===== src/pcflow_pkg.sv =====
// Shared constants and types for the program-flow and indirect-address core.
// Assumes a single core clock and an APB bus with 32-bit aligned registers.
package pcflow_pkg;

  localparam int PC_W = 13;
  localparam int LIT_W = 11;
  localparam int LATCH_W = 5;
  localparam int DADDR_W = 9;
  localparam int STACK_DEPTH = 8;
  localparam int SP_W = 3;

  localparam logic [7:0] OFS_INDIRECT = 8'h00;
  localparam logic [7:0] OFS_PC_LOW = 8'h04;
  localparam logic [7:0] OFS_STATUS = 8'h08;
  localparam logic [7:0] OFS_FSEL = 8'h0C;
  localparam logic [7:0] OFS_PC_LATCH = 8'h10;
  localparam logic [7:0] OFS_PC_VIEW = 8'h14;

  localparam int STATUS_BANK_POS = 7;
  localparam int LATCH_TOP_POS = 3;

  localparam logic [PC_W-1:0] PC_RESET = 13'h0000;
  localparam logic [PC_W-1:0] INT_VECTOR = 13'h0004;
  localparam logic [PC_W-1:0] PC_ONE = 13'h0001;
  localparam logic [LATCH_W-1:0] LATCH_RESET = 5'h00;
  localparam logic [7:0] FSEL_RESET = 8'h00;
  localparam logic [7:0] STATUS_RESET = 8'h00;
  localparam logic [7:0] SELF_ADDR = 8'h00;
  localparam logic [7:0] ZERO_BYTE = 8'h00;

  localparam logic [1:0] ACC_WAIT = 2'h2;

  typedef enum logic [2:0] {
    OP_NONE = 3'b000,
    OP_STEP = 3'b001,
    OP_CALL = 3'b010,
    OP_JUMP = 3'b011,
    OP_RET = 3'b100,
    OP_RETLIT = 3'b101,
    OP_RETINT = 3'b110,
    OP_INTR = 3'b111
  } flow_op_t;

endpackage


===== src/stack_if.sv =====
// Interface carrying push, pop and top-of-stack between core and stack.
// Assumes both ends run on the same clock.
`timescale 1ns/100ps
interface stack_if;
  import pcflow_pkg::*;
  logic push;
  logic pop;
  logic [PC_W-1:0] push_data;
  logic [PC_W-1:0] top;
  modport core (output push, output pop, output push_data, input top);
  modport store (input push, input pop, input push_data, output top);
endinterface


===== src/ret_stack.sv =====
// Eight-entry circular return-address stack with registered top output.
// Assumes push and pop never arrive together.
`timescale 1ns/100ps
module ret_stack
  import pcflow_pkg::*;
(
  input wire logic pclk,
  input wire logic presetn,
  stack_if.store st
);

  logic [PC_W-1:0] mem_q [STACK_DEPTH];
  logic [PC_W-1:0] mem_d [STACK_DEPTH];
  logic [SP_W-1:0] sp_q;
  logic [SP_W-1:0] sp_d;
  logic [PC_W-1:0] top_q;
  logic [PC_W-1:0] top_d;

  ////////////////////////////////////////////////////////////////////////////
  // The pointer wraps silently; nothing reports overflow or underflow.
  always_comb begin
    mem_d = mem_q;
    sp_d = sp_q;
    top_d = top_q;
    if (st.push) begin
      mem_d[sp_q] = st.push_data;
      sp_d = sp_q + 3'h1;
      top_d = st.push_data;
    end else if (st.pop) begin
      sp_d = sp_q - 3'h1;
      top_d = mem_q[sp_q - 3'h2];
    end
  end

  always_ff @(posedge pclk or negedge presetn) begin
    if (!presetn) begin
      for (int i = 0; i < STACK_DEPTH; i++) begin
        mem_q[i] <= PC_RESET;
      end
      sp_q <= 3'h0;
      top_q <= PC_RESET;
    end else begin
      mem_q <= mem_d;
      sp_q <= sp_d;
      top_q <= top_d;
    end
  end

  assign st.top = top_q;

endmodule


===== src/pcflow_core.sv =====
// Program counter, return stack control and indirect data addressing.
// Assumes an APB master, a decoder giving one flow op per cycle, and a data
// memory that returns read data one clock after a registered read strobe.
`timescale 1ns/100ps

// Operation
// - 13-bit PC, low byte software readable/writable.
// - Software writes high PC bits only through latch.
// - Every reset clears the whole PC.
// - Low-byte write loads high bits from latch.
// - Call/jump take top two bits from latch.
// - Eight 13-bit stack entries, hidden pointer.
// - Call pushes PC plus one; interrupt branch pushes the PC.
// - Any return kind pops into the PC.
// - Push and pop leave latch untouched.
// - Stack wraps circularly, ninth push overwrites first.
// - No stack overflow or underflow status.
// - Indirect port accesses location held in pointer.
// - Pointer at indirect port reads zero.
// - Pointer at indirect port writes nothing.
// - Indirect address is bank bit plus pointer.
module pcflow_core
  import pcflow_pkg::*;
(
  input wire logic pclk,
  input wire logic presetn,
  input wire logic psel,
  input wire logic penable,
  input wire logic pwrite,
  input wire logic [31:0] paddr,
  input wire logic [31:0] pwdata,
  output logic [31:0] prdata,
  output logic pready,
  output logic pslverr,
  input wire logic op_valid,
  input wire flow_op_t op_code,
  input wire logic [LIT_W-1:0] op_literal,
  output logic [PC_W-1:0] pc,
  output logic [DADDR_W-1:0] mem_addr,
  output logic mem_rd,
  output logic mem_wr,
  output logic [7:0] mem_wdata,
  input wire logic [7:0] mem_rdata
);

  stack_if st ();

  ret_stack u_stack (
    .pclk(pclk),
    .presetn(presetn),
    .st(st)
  );

  ////////////////////////////////////////////////////////////////////////////
  // Bus decode.

  logic sel_ind;
  logic sel_pcl;
  logic sel_stat;
  logic sel_fsel;
  logic sel_latch;
  logic sel_view;
  logic sel_any;
  logic setup_ph;
  logic done;
  logic wr_done;
  logic ind_self;
  logic [DADDR_W-1:0] ind_addr;

  always_comb begin
    sel_ind = 1'b0;
    sel_pcl = 1'b0;
    sel_stat = 1'b0;
    sel_fsel = 1'b0;
    sel_latch = 1'b0;
    sel_view = 1'b0;
    if (paddr[31:8] != 24'h000000) begin
      sel_ind = 1'b0;
    end else if (paddr[7:0] == OFS_INDIRECT) begin
      sel_ind = 1'b1;
    end else if (paddr[7:0] == OFS_PC_LOW) begin
      sel_pcl = 1'b1;
    end else if (paddr[7:0] == OFS_STATUS) begin
      sel_stat = 1'b1;
    end else if (paddr[7:0] == OFS_FSEL) begin
      sel_fsel = 1'b1;
    end else if (paddr[7:0] == OFS_PC_LATCH) begin
      sel_latch = 1'b1;
    end else if (paddr[7:0] == OFS_PC_VIEW) begin
      sel_view = 1'b1;
    end
  end

  assign sel_any = sel_ind | sel_pcl | sel_stat | sel_fsel | sel_latch |
                   sel_view;
  assign setup_ph = psel & ~penable;

  ////////////////////////////////////////////////////////////////////////////
  // Access-phase wait counter; every transfer answers after two waits.

  logic [1:0] acc_q;
  logic [1:0] acc_d;

  assign done = psel & penable & (acc_q == ACC_WAIT);
  assign wr_done = done & pwrite;
  assign pready = done;
  assign pslverr = done & ~sel_any;

  always_comb begin
    acc_d = acc_q;
    if (done) begin
      acc_d = 2'h0;
    end else if (psel & penable) begin
      acc_d = acc_q + 2'h1;
    end
  end

  always_ff @(posedge pclk or negedge presetn) begin
    if (!presetn) begin
      acc_q <= 2'h0;
    end else begin
      acc_q <= acc_d;
    end
  end

  ////////////////////////////////////////////////////////////////////////////
  // Software-visible registers.

  logic [7:0] fsel_q;
  logic [7:0] fsel_d;
  logic [7:0] status_q;
  logic [7:0] status_d;
  logic [LATCH_W-1:0] latch_q;
  logic [LATCH_W-1:0] latch_d;

  assign ind_addr = {status_q[STATUS_BANK_POS], fsel_q};
  assign ind_self = (fsel_q == SELF_ADDR);

  always_comb begin
    fsel_d = fsel_q;
    status_d = status_q;
    latch_d = latch_q;
    if (wr_done & sel_fsel) begin
      fsel_d = pwdata[7:0];
    end
    if (wr_done & sel_stat) begin
      status_d = pwdata[7:0];
    end
    if (wr_done & sel_latch) begin
      latch_d = pwdata[LATCH_W-1:0];
    end
  end

  always_ff @(posedge pclk or negedge presetn) begin
    if (!presetn) begin
      fsel_q <= FSEL_RESET;
      status_q <= STATUS_RESET;
      latch_q <= LATCH_RESET;
    end else begin
      fsel_q <= fsel_d;
      status_q <= status_d;
      latch_q <= latch_d;
    end
  end

  ////////////////////////////////////////////////////////////////////////////
  // Program counter and stack requests; a bus write to the low byte wins
  // over a decoder op in the same cycle.

  logic [PC_W-1:0] pc_q;
  logic [PC_W-1:0] pc_d;
  logic push;
  logic pop;
  logic [PC_W-1:0] push_data;
  logic [PC_W-1:0] jump_target;

  assign jump_target = {latch_q[LATCH_W-1:LATCH_TOP_POS],
                        op_literal};

  always_comb begin
    pc_d = pc_q;
    push = 1'b0;
    pop = 1'b0;
    push_data = pc_q;
    if (wr_done & sel_pcl) begin
      pc_d = {latch_q, pwdata[7:0]};
    end else if (op_valid) begin
      case (op_code)
        OP_STEP: begin
          pc_d = pc_q + PC_ONE;
        end
        OP_CALL: begin
          push = 1'b1;
          push_data = pc_q + PC_ONE;
          pc_d = jump_target;
        end
        OP_JUMP: begin
          pc_d = jump_target;
        end
        OP_RET, OP_RETLIT, OP_RETINT: begin
          pop = 1'b1;
          pc_d = st.top;
        end
        OP_INTR: begin
          push = 1'b1;
          push_data = pc_q;
          pc_d = INT_VECTOR;
        end
        default: begin
          pc_d = pc_q;
        end
      endcase
    end
  end

  always_ff @(posedge pclk or negedge presetn) begin
    if (!presetn) begin
      pc_q <= PC_RESET;
    end else begin
      pc_q <= pc_d;
    end
  end

  assign st.push = push;
  assign st.pop = pop;
  assign st.push_data = push_data;
  assign pc = pc_q;

  ////////////////////////////////////////////////////////////////////////////
  // Data memory strobes for the indirect port.

  logic [DADDR_W-1:0] maddr_q;
  logic [DADDR_W-1:0] maddr_d;
  logic mrd_q;
  logic mrd_d;
  logic mwr_q;
  logic mwr_d;
  logic [7:0] mwdata_q;
  logic [7:0] mwdata_d;

  always_comb begin
    maddr_d = maddr_q;
    mrd_d = 1'b0;
    mwr_d = 1'b0;
    mwdata_d = mwdata_q;
    if (setup_ph & sel_ind) begin
      maddr_d = ind_addr;
      mrd_d = ~pwrite & ~ind_self;
    end
    if (wr_done & sel_ind & ~ind_self) begin
      mwr_d = 1'b1;
      maddr_d = ind_addr;
      mwdata_d = pwdata[7:0];
    end
  end

  always_ff @(posedge pclk or negedge presetn) begin
    if (!presetn) begin
      maddr_q <= 9'h000;
      mrd_q <= 1'b0;
      mwr_q <= 1'b0;
      mwdata_q <= ZERO_BYTE;
    end else begin
      maddr_q <= maddr_d;
      mrd_q <= mrd_d;
      mwr_q <= mwr_d;
      mwdata_q <= mwdata_d;
    end
  end

  assign mem_addr = maddr_q;
  assign mem_rd = mrd_q;
  assign mem_wr = mwr_q;
  assign mem_wdata = mwdata_q;

  ////////////////////////////////////////////////////////////////////////////
  // Read data, captured on the last wait cycle.

  logic [31:0] prdata_q;
  logic [31:0] prdata_d;

  always_comb begin
    prdata_d = prdata_q;
    if (psel & penable & (acc_q == 2'h1) & ~pwrite) begin
      prdata_d = 32'h00000000;
      if (sel_ind) begin
        prdata_d[7:0] = ind_self ? ZERO_BYTE : mem_rdata;
      end else if (sel_pcl) begin
        prdata_d[7:0] = pc_q[7:0];
      end else if (sel_stat) begin
        prdata_d[7:0] = status_q;
      end else if (sel_fsel) begin
        prdata_d[7:0] = fsel_q;
      end else if (sel_latch) begin
        prdata_d[LATCH_W-1:0] = latch_q;
      end else if (sel_view) begin
        prdata_d[PC_W-1:0] = pc_q;
      end
    end
  end

  always_ff @(posedge pclk or negedge presetn) begin
    if (!presetn) begin
      prdata_q <= 32'h00000000;
    end else begin
      prdata_q <= prdata_d;
    end
  end

  assign prdata = prdata_q;

endmodule


===== config.mk =====
export PLATFORM = sky130hd
export DESIGN_NAME = pcflow_core
export DESIGN_NICKNAME = d
export VERILOG_FILES = /design/src/pcflow_pkg.sv /design/src/stack_if.sv /design/src/ret_stack.sv /design/src/pcflow_core.sv
export SDC_FILE = /design/constraint.sdc
export NUM_CORES = 1
export LEC_CHECK = 0
export BUFFER_PORTS_ARGS = -buffer_cell sky130_fd_sc_hd__buf_2
export CAP_MARGIN = 0
export CORE_MARGIN = 2
export CORE_UTILIZATION = 40
export DETAILED_ROUTE_END_ITERATION = 8
export PLACE_DENSITY = 0.68
export REMOVE_ABC_BUFFERS = 1
export SYNTH_ARGS = -nofsm -noshare
export SYNTH_HDL_FRONTEND = slang
export SYNTH_SLANG_ARGS = --single-unit

===== constraint.sdc =====
create_clock -name pclk -period 9.2 [get_ports pclk]
set_clock_uncertainty 0.15 [all_clocks]
set_input_delay 1.38 -clock pclk [delete_from_list [all_inputs] [get_ports pclk]]
set_output_delay 1.38 -clock pclk [all_outputs]
set_load 0.05 [all_outputs]

==> impl_summary.md <==
Status
The flow ran to the end, and the final reports show no timing, DRC or antenna violations.

Power
The design draws 2.78 mW. The reported leakage power is 4.91 nW. The power density relative to cell area is 258 mW/mm^2. Across the VDD grid, the largest voltage drop is 0.000110 V.

STA
The number of pins with negative max-slew slack in the final report is 0. Setup slack on the critical path of the routed design comes to 4.80 ns. The minimum clock period after layout is 4.40 ns. Summed over all failing endpoints, the final setup total negative slack is 0 ns. The final hold slack is 0.328 ns. The hold violation count in the final report is 0. Setup violations remaining at the end of the flow were counted as 0.

The top achievable clock speed is 0.227 GHz. For the pin with the worst max-slew slack, the measured transition is 1.24 ns. The share of the clock period used by the worst path is 47.8%. Setup repair after global routing left no endpoint under its margin. The worst pin sits at a relative slew slack of 16.9%.

Finish
The net count of the finished layout is 1,068. The share of post-route cells with drive strength above 1 is 26.6%. The post-layout instance count excluding filler cells is 1,303. Counting the fill cells in the layout gives 2,193.

The area of combinational cells with multiple inputs is 0.00437 sq mm. Relative to the synthesized area, the layout overhead comes to 14.2%. Summing all flip-flop and latch instances after layout gives 0.00470 sq mm.

Min path
The worst min-delay path class is flop to flop. The cell count of the worst hold path is 2. For hold timing, the worst endpoint is u_stack.mem_q[16]. In this run the most critical hold path is launched from u_stack.mem_q[16].

Placement
In this run, placement finished with an instance count of 1,270. Input and output buffers added on the ports amount to 114. Once detailed placement completed, the half-perimeter wirelength came to 16.8 mm. Prior to clock tree synthesis, the placed netlist has a worst setup slack of 4.76 ns. The congestion estimate from routability-driven global placement came to 0.891.

Routing
The routed wire length is 24.2 mm. The total via count in the routed design is 7,028. The detailed router finished its first iteration with 549 violations.

The post-detailed-route via-to-cell ratio is 5.39. The count of TritonRoute iterations in the first routing pass is 4. The detail route stage leaves a number of antenna-violating nets equal to 0. After detailed routing, the number of remaining DRC violations is 0. The average wire length per cell after detail routing is 18.6 microns.

Worst setup path
The largest fanout on the critical path is 5. The worst flop-to-flop path startpoint is acc_q[0]. The dominant cell type by count on the critical path is buf_2. The flop-to-flop setup slack is 5.99 ns.

The worst-case reg-to-reg path depth is 11. The slowest library cell on the worst path is nor4_1. On the worst path, the slowest cell contributes a delay of 0.36 ns. The nature of the critical path startpoint is a primary input.

The capturing element type of the critical path is an output pin. The endpoint of the lowest-slack register-to-register path is u_stack.sp_q[2]. STA puts the critical path data arrival time at 2.87 ns. The worst path required time is 7.67 ns.

The critical path is of the primary input to output pin type. The critical path goes through buf_2, nor4_1, nand4_1, nor2_1, a31oi_1, buf_2.

CTS
The TritonCTS buffer count is 17. Clock-pin slew was measured on the worst setup and hold paths at 0.07 ns. The H-tree was split into 4 levels.

The number of buffers added to fix hold violations after cts is 0. The number of resized instances in the post-cts repair step is 0. The maximum count of clock buffers along a single path is 2. The clock reaches the later pin of the worst-skew pair after 0.44 ns. Once the clock tree was built, the setup fixing pass inserted 0 buffers. The root buffer cell is clkbuf_16. The TritonCTS clock tree is yes. Counting every sink on the clock net gives 188.

Logic synthesis
In this run the biggest area consumer among cell types represents 49.9% of the synthesized area. Among all cell types in the netlist, the one instantiated most often is dfrtp_1. Yosys mapped a number of flops with a built-in enable equal to 0.

By area the synthesized netlist is led by dfrtp_1 50%, o21ai_0 7.6%, mux4_2 6.2%. After technology mapping, the gate count stands at 882. The combined area of all synthesized cells is 0.00943 sq mm. The synthesized area per cell is 10.7 sq um.

During synthesis, Yosys emitted a total of 0 warnings. After synthesis, the share of flip-flops with an asynchronous set or reset is 100%. After synthesis, the most frequently instantiated cells are 188 x dfrtp_1, 152 x nand2_1, 144 x o21ai_0. The biggest area contributor in the post-synthesis netlist is dfrtp_1. The main flop type after synthesis is dfrtp_1.

The count of unique library cells instantiated by Yosys is 63. The part of the Yosys area used for sequential elements is 49.9%. In this run, synthesis produced a sequential element count of 188.

Floorplan
The overall die width is 158 microns. The number of cell rows is 56. 158 I/O pins were placed.

The die outline area is 0.0248 sq mm. The die is 158 microns tall. The floorplan step defined a core boundary enclosing 0.0233 sq mm. For this configuration, the core starts out at a cell density of 40.4%.

Global route
For this run the aggregate overflow at the end of global routing stands at 0. The initial antenna violation count is 1. For this run, the total global-route usage over all layers was measured as 20.3%. The pin count of the biggest net entering global routing is 113.

The number of global-route vias before repair is 6,946. The first global-routing pass estimated 38.4 mm of wire.

Run
The total of max-cap violations is 0.
## stage by stage
stage | utilization, % | cell area (sq um)
after global routing | 46.1 | 10800
after floorplan | - | 9110
after global placement | 43.6 | 10200
final | 46.1 | 10800
after CTS | 46.1 | 10800
after detailed placement | 43.6 | 10200
## registers in the layout, indices dropped and copies added (netlist names), 3 cells and up
| register | flops |
|---|---|
| u_stack.sp_q | 3 |
| u_stack.mem_q | 104 |
| prdata | 13 |
| pc | 13 |
| mem_addr | 9 |
| u_stack.st.top | 13 |
| status_q | 8 |
| latch_q | 5 |
| mem_wdata | 8 |
| fsel_q | 8 |
## power breakdown
part	internal, mW	total, mW	switching [mW]
logic	0.362	0.820	0.459
clock network	0.406	0.746	0.340
registers	1.05	1.22	0.165
total	1.82	2.78	0.963
## worst max-delay path, delay by kind of cell
family,cells,cell delay [ns]
simple gates,3,0.97
buf+inv,2,0.36
compound gates,1,0.16
## cells by family (layout without fill, tap and decap cells)
family | Yosys count | count (layout) | synth area share [%]
other | 1 | 20 | 0.0398
muxes | 93 | 93 | 14.0
DFF | 188 | 188 | 49.9
AOI/OAI and AO/OA | 231 | 231 | 14.3
buffers and inverters | 84 | 167 | 4.47
xor gates and xnor gates | 20 | 20 | 2.49
adders and majority gates | 6 | 6 | 0.876
and+or+nand+nor | 259 | 259 | 13.9
## worst max path at each step
| stage | end | start |
|---|---|---|
| final | pslverr | paddr[7] |
| after CTS | pslverr | paddr[5] |
| after floorplan | u_stack.sp_q[2] | paddr[17] |
| after detailed placement | u_stack.sp_q[2] | op_code[1] |
| after global routing | pslverr | paddr[5] |
| after global placement | u_stack.sp_q[2] | op_code[1] |
## routing by layer
metal	routed length, microns	global-route usage (%)	vias to the layer above
met2	11800	33.0	170
met4	529	7.97	0
met5	0	0	-
li1	-	-	3324
met1	10800	27.1	3493
met3	1100	3.72	41
## layout by cell type, fill, tap and decap left out, types with 8 or more instances in the layout
| cell type | netlist | routed |
|---|---|---|
| dfrtp_1 | 188 | 188 |
| nand2_1 | 152 | 152 |
| o21ai_0 | 144 | 144 |
| buf_2 | 21 | 113 |
| mux2_2 | 50 | 50 |
| mux4_2 | 26 | 26 |
| conb_1 | 1 | 19 |
| nor2_1 | 18 | 18 |
| mux2i_1 | 17 | 17 |
| clkbuf_16 | 0 | 17 |
| nor3_1 | 16 | 16 |
| a21oi_1 | 16 | 16 |
| buf_4 | 19 | 12 |
| a22oi_1 | 11 | 11 |
| nand3_1 | 11 | 11 |
| o221ai_1 | 11 | 11 |
| inv_1 | 9 | 9 |
| xnor2_2 | 8 | 8 |
| a21o_1 | 8 | 8 |
## layout make-up
cell class	instances	share of cell area, %
inverter	9	0.314
clock buffer	18	3.99
multi-input combinational	628	40.6
sequential	188	43.7
clock inverter	14	1.48
timing repair buffer	126	6.22
antenna	1	0.0232
tap	319	3.71
Power figures use the tool's default switching activity.
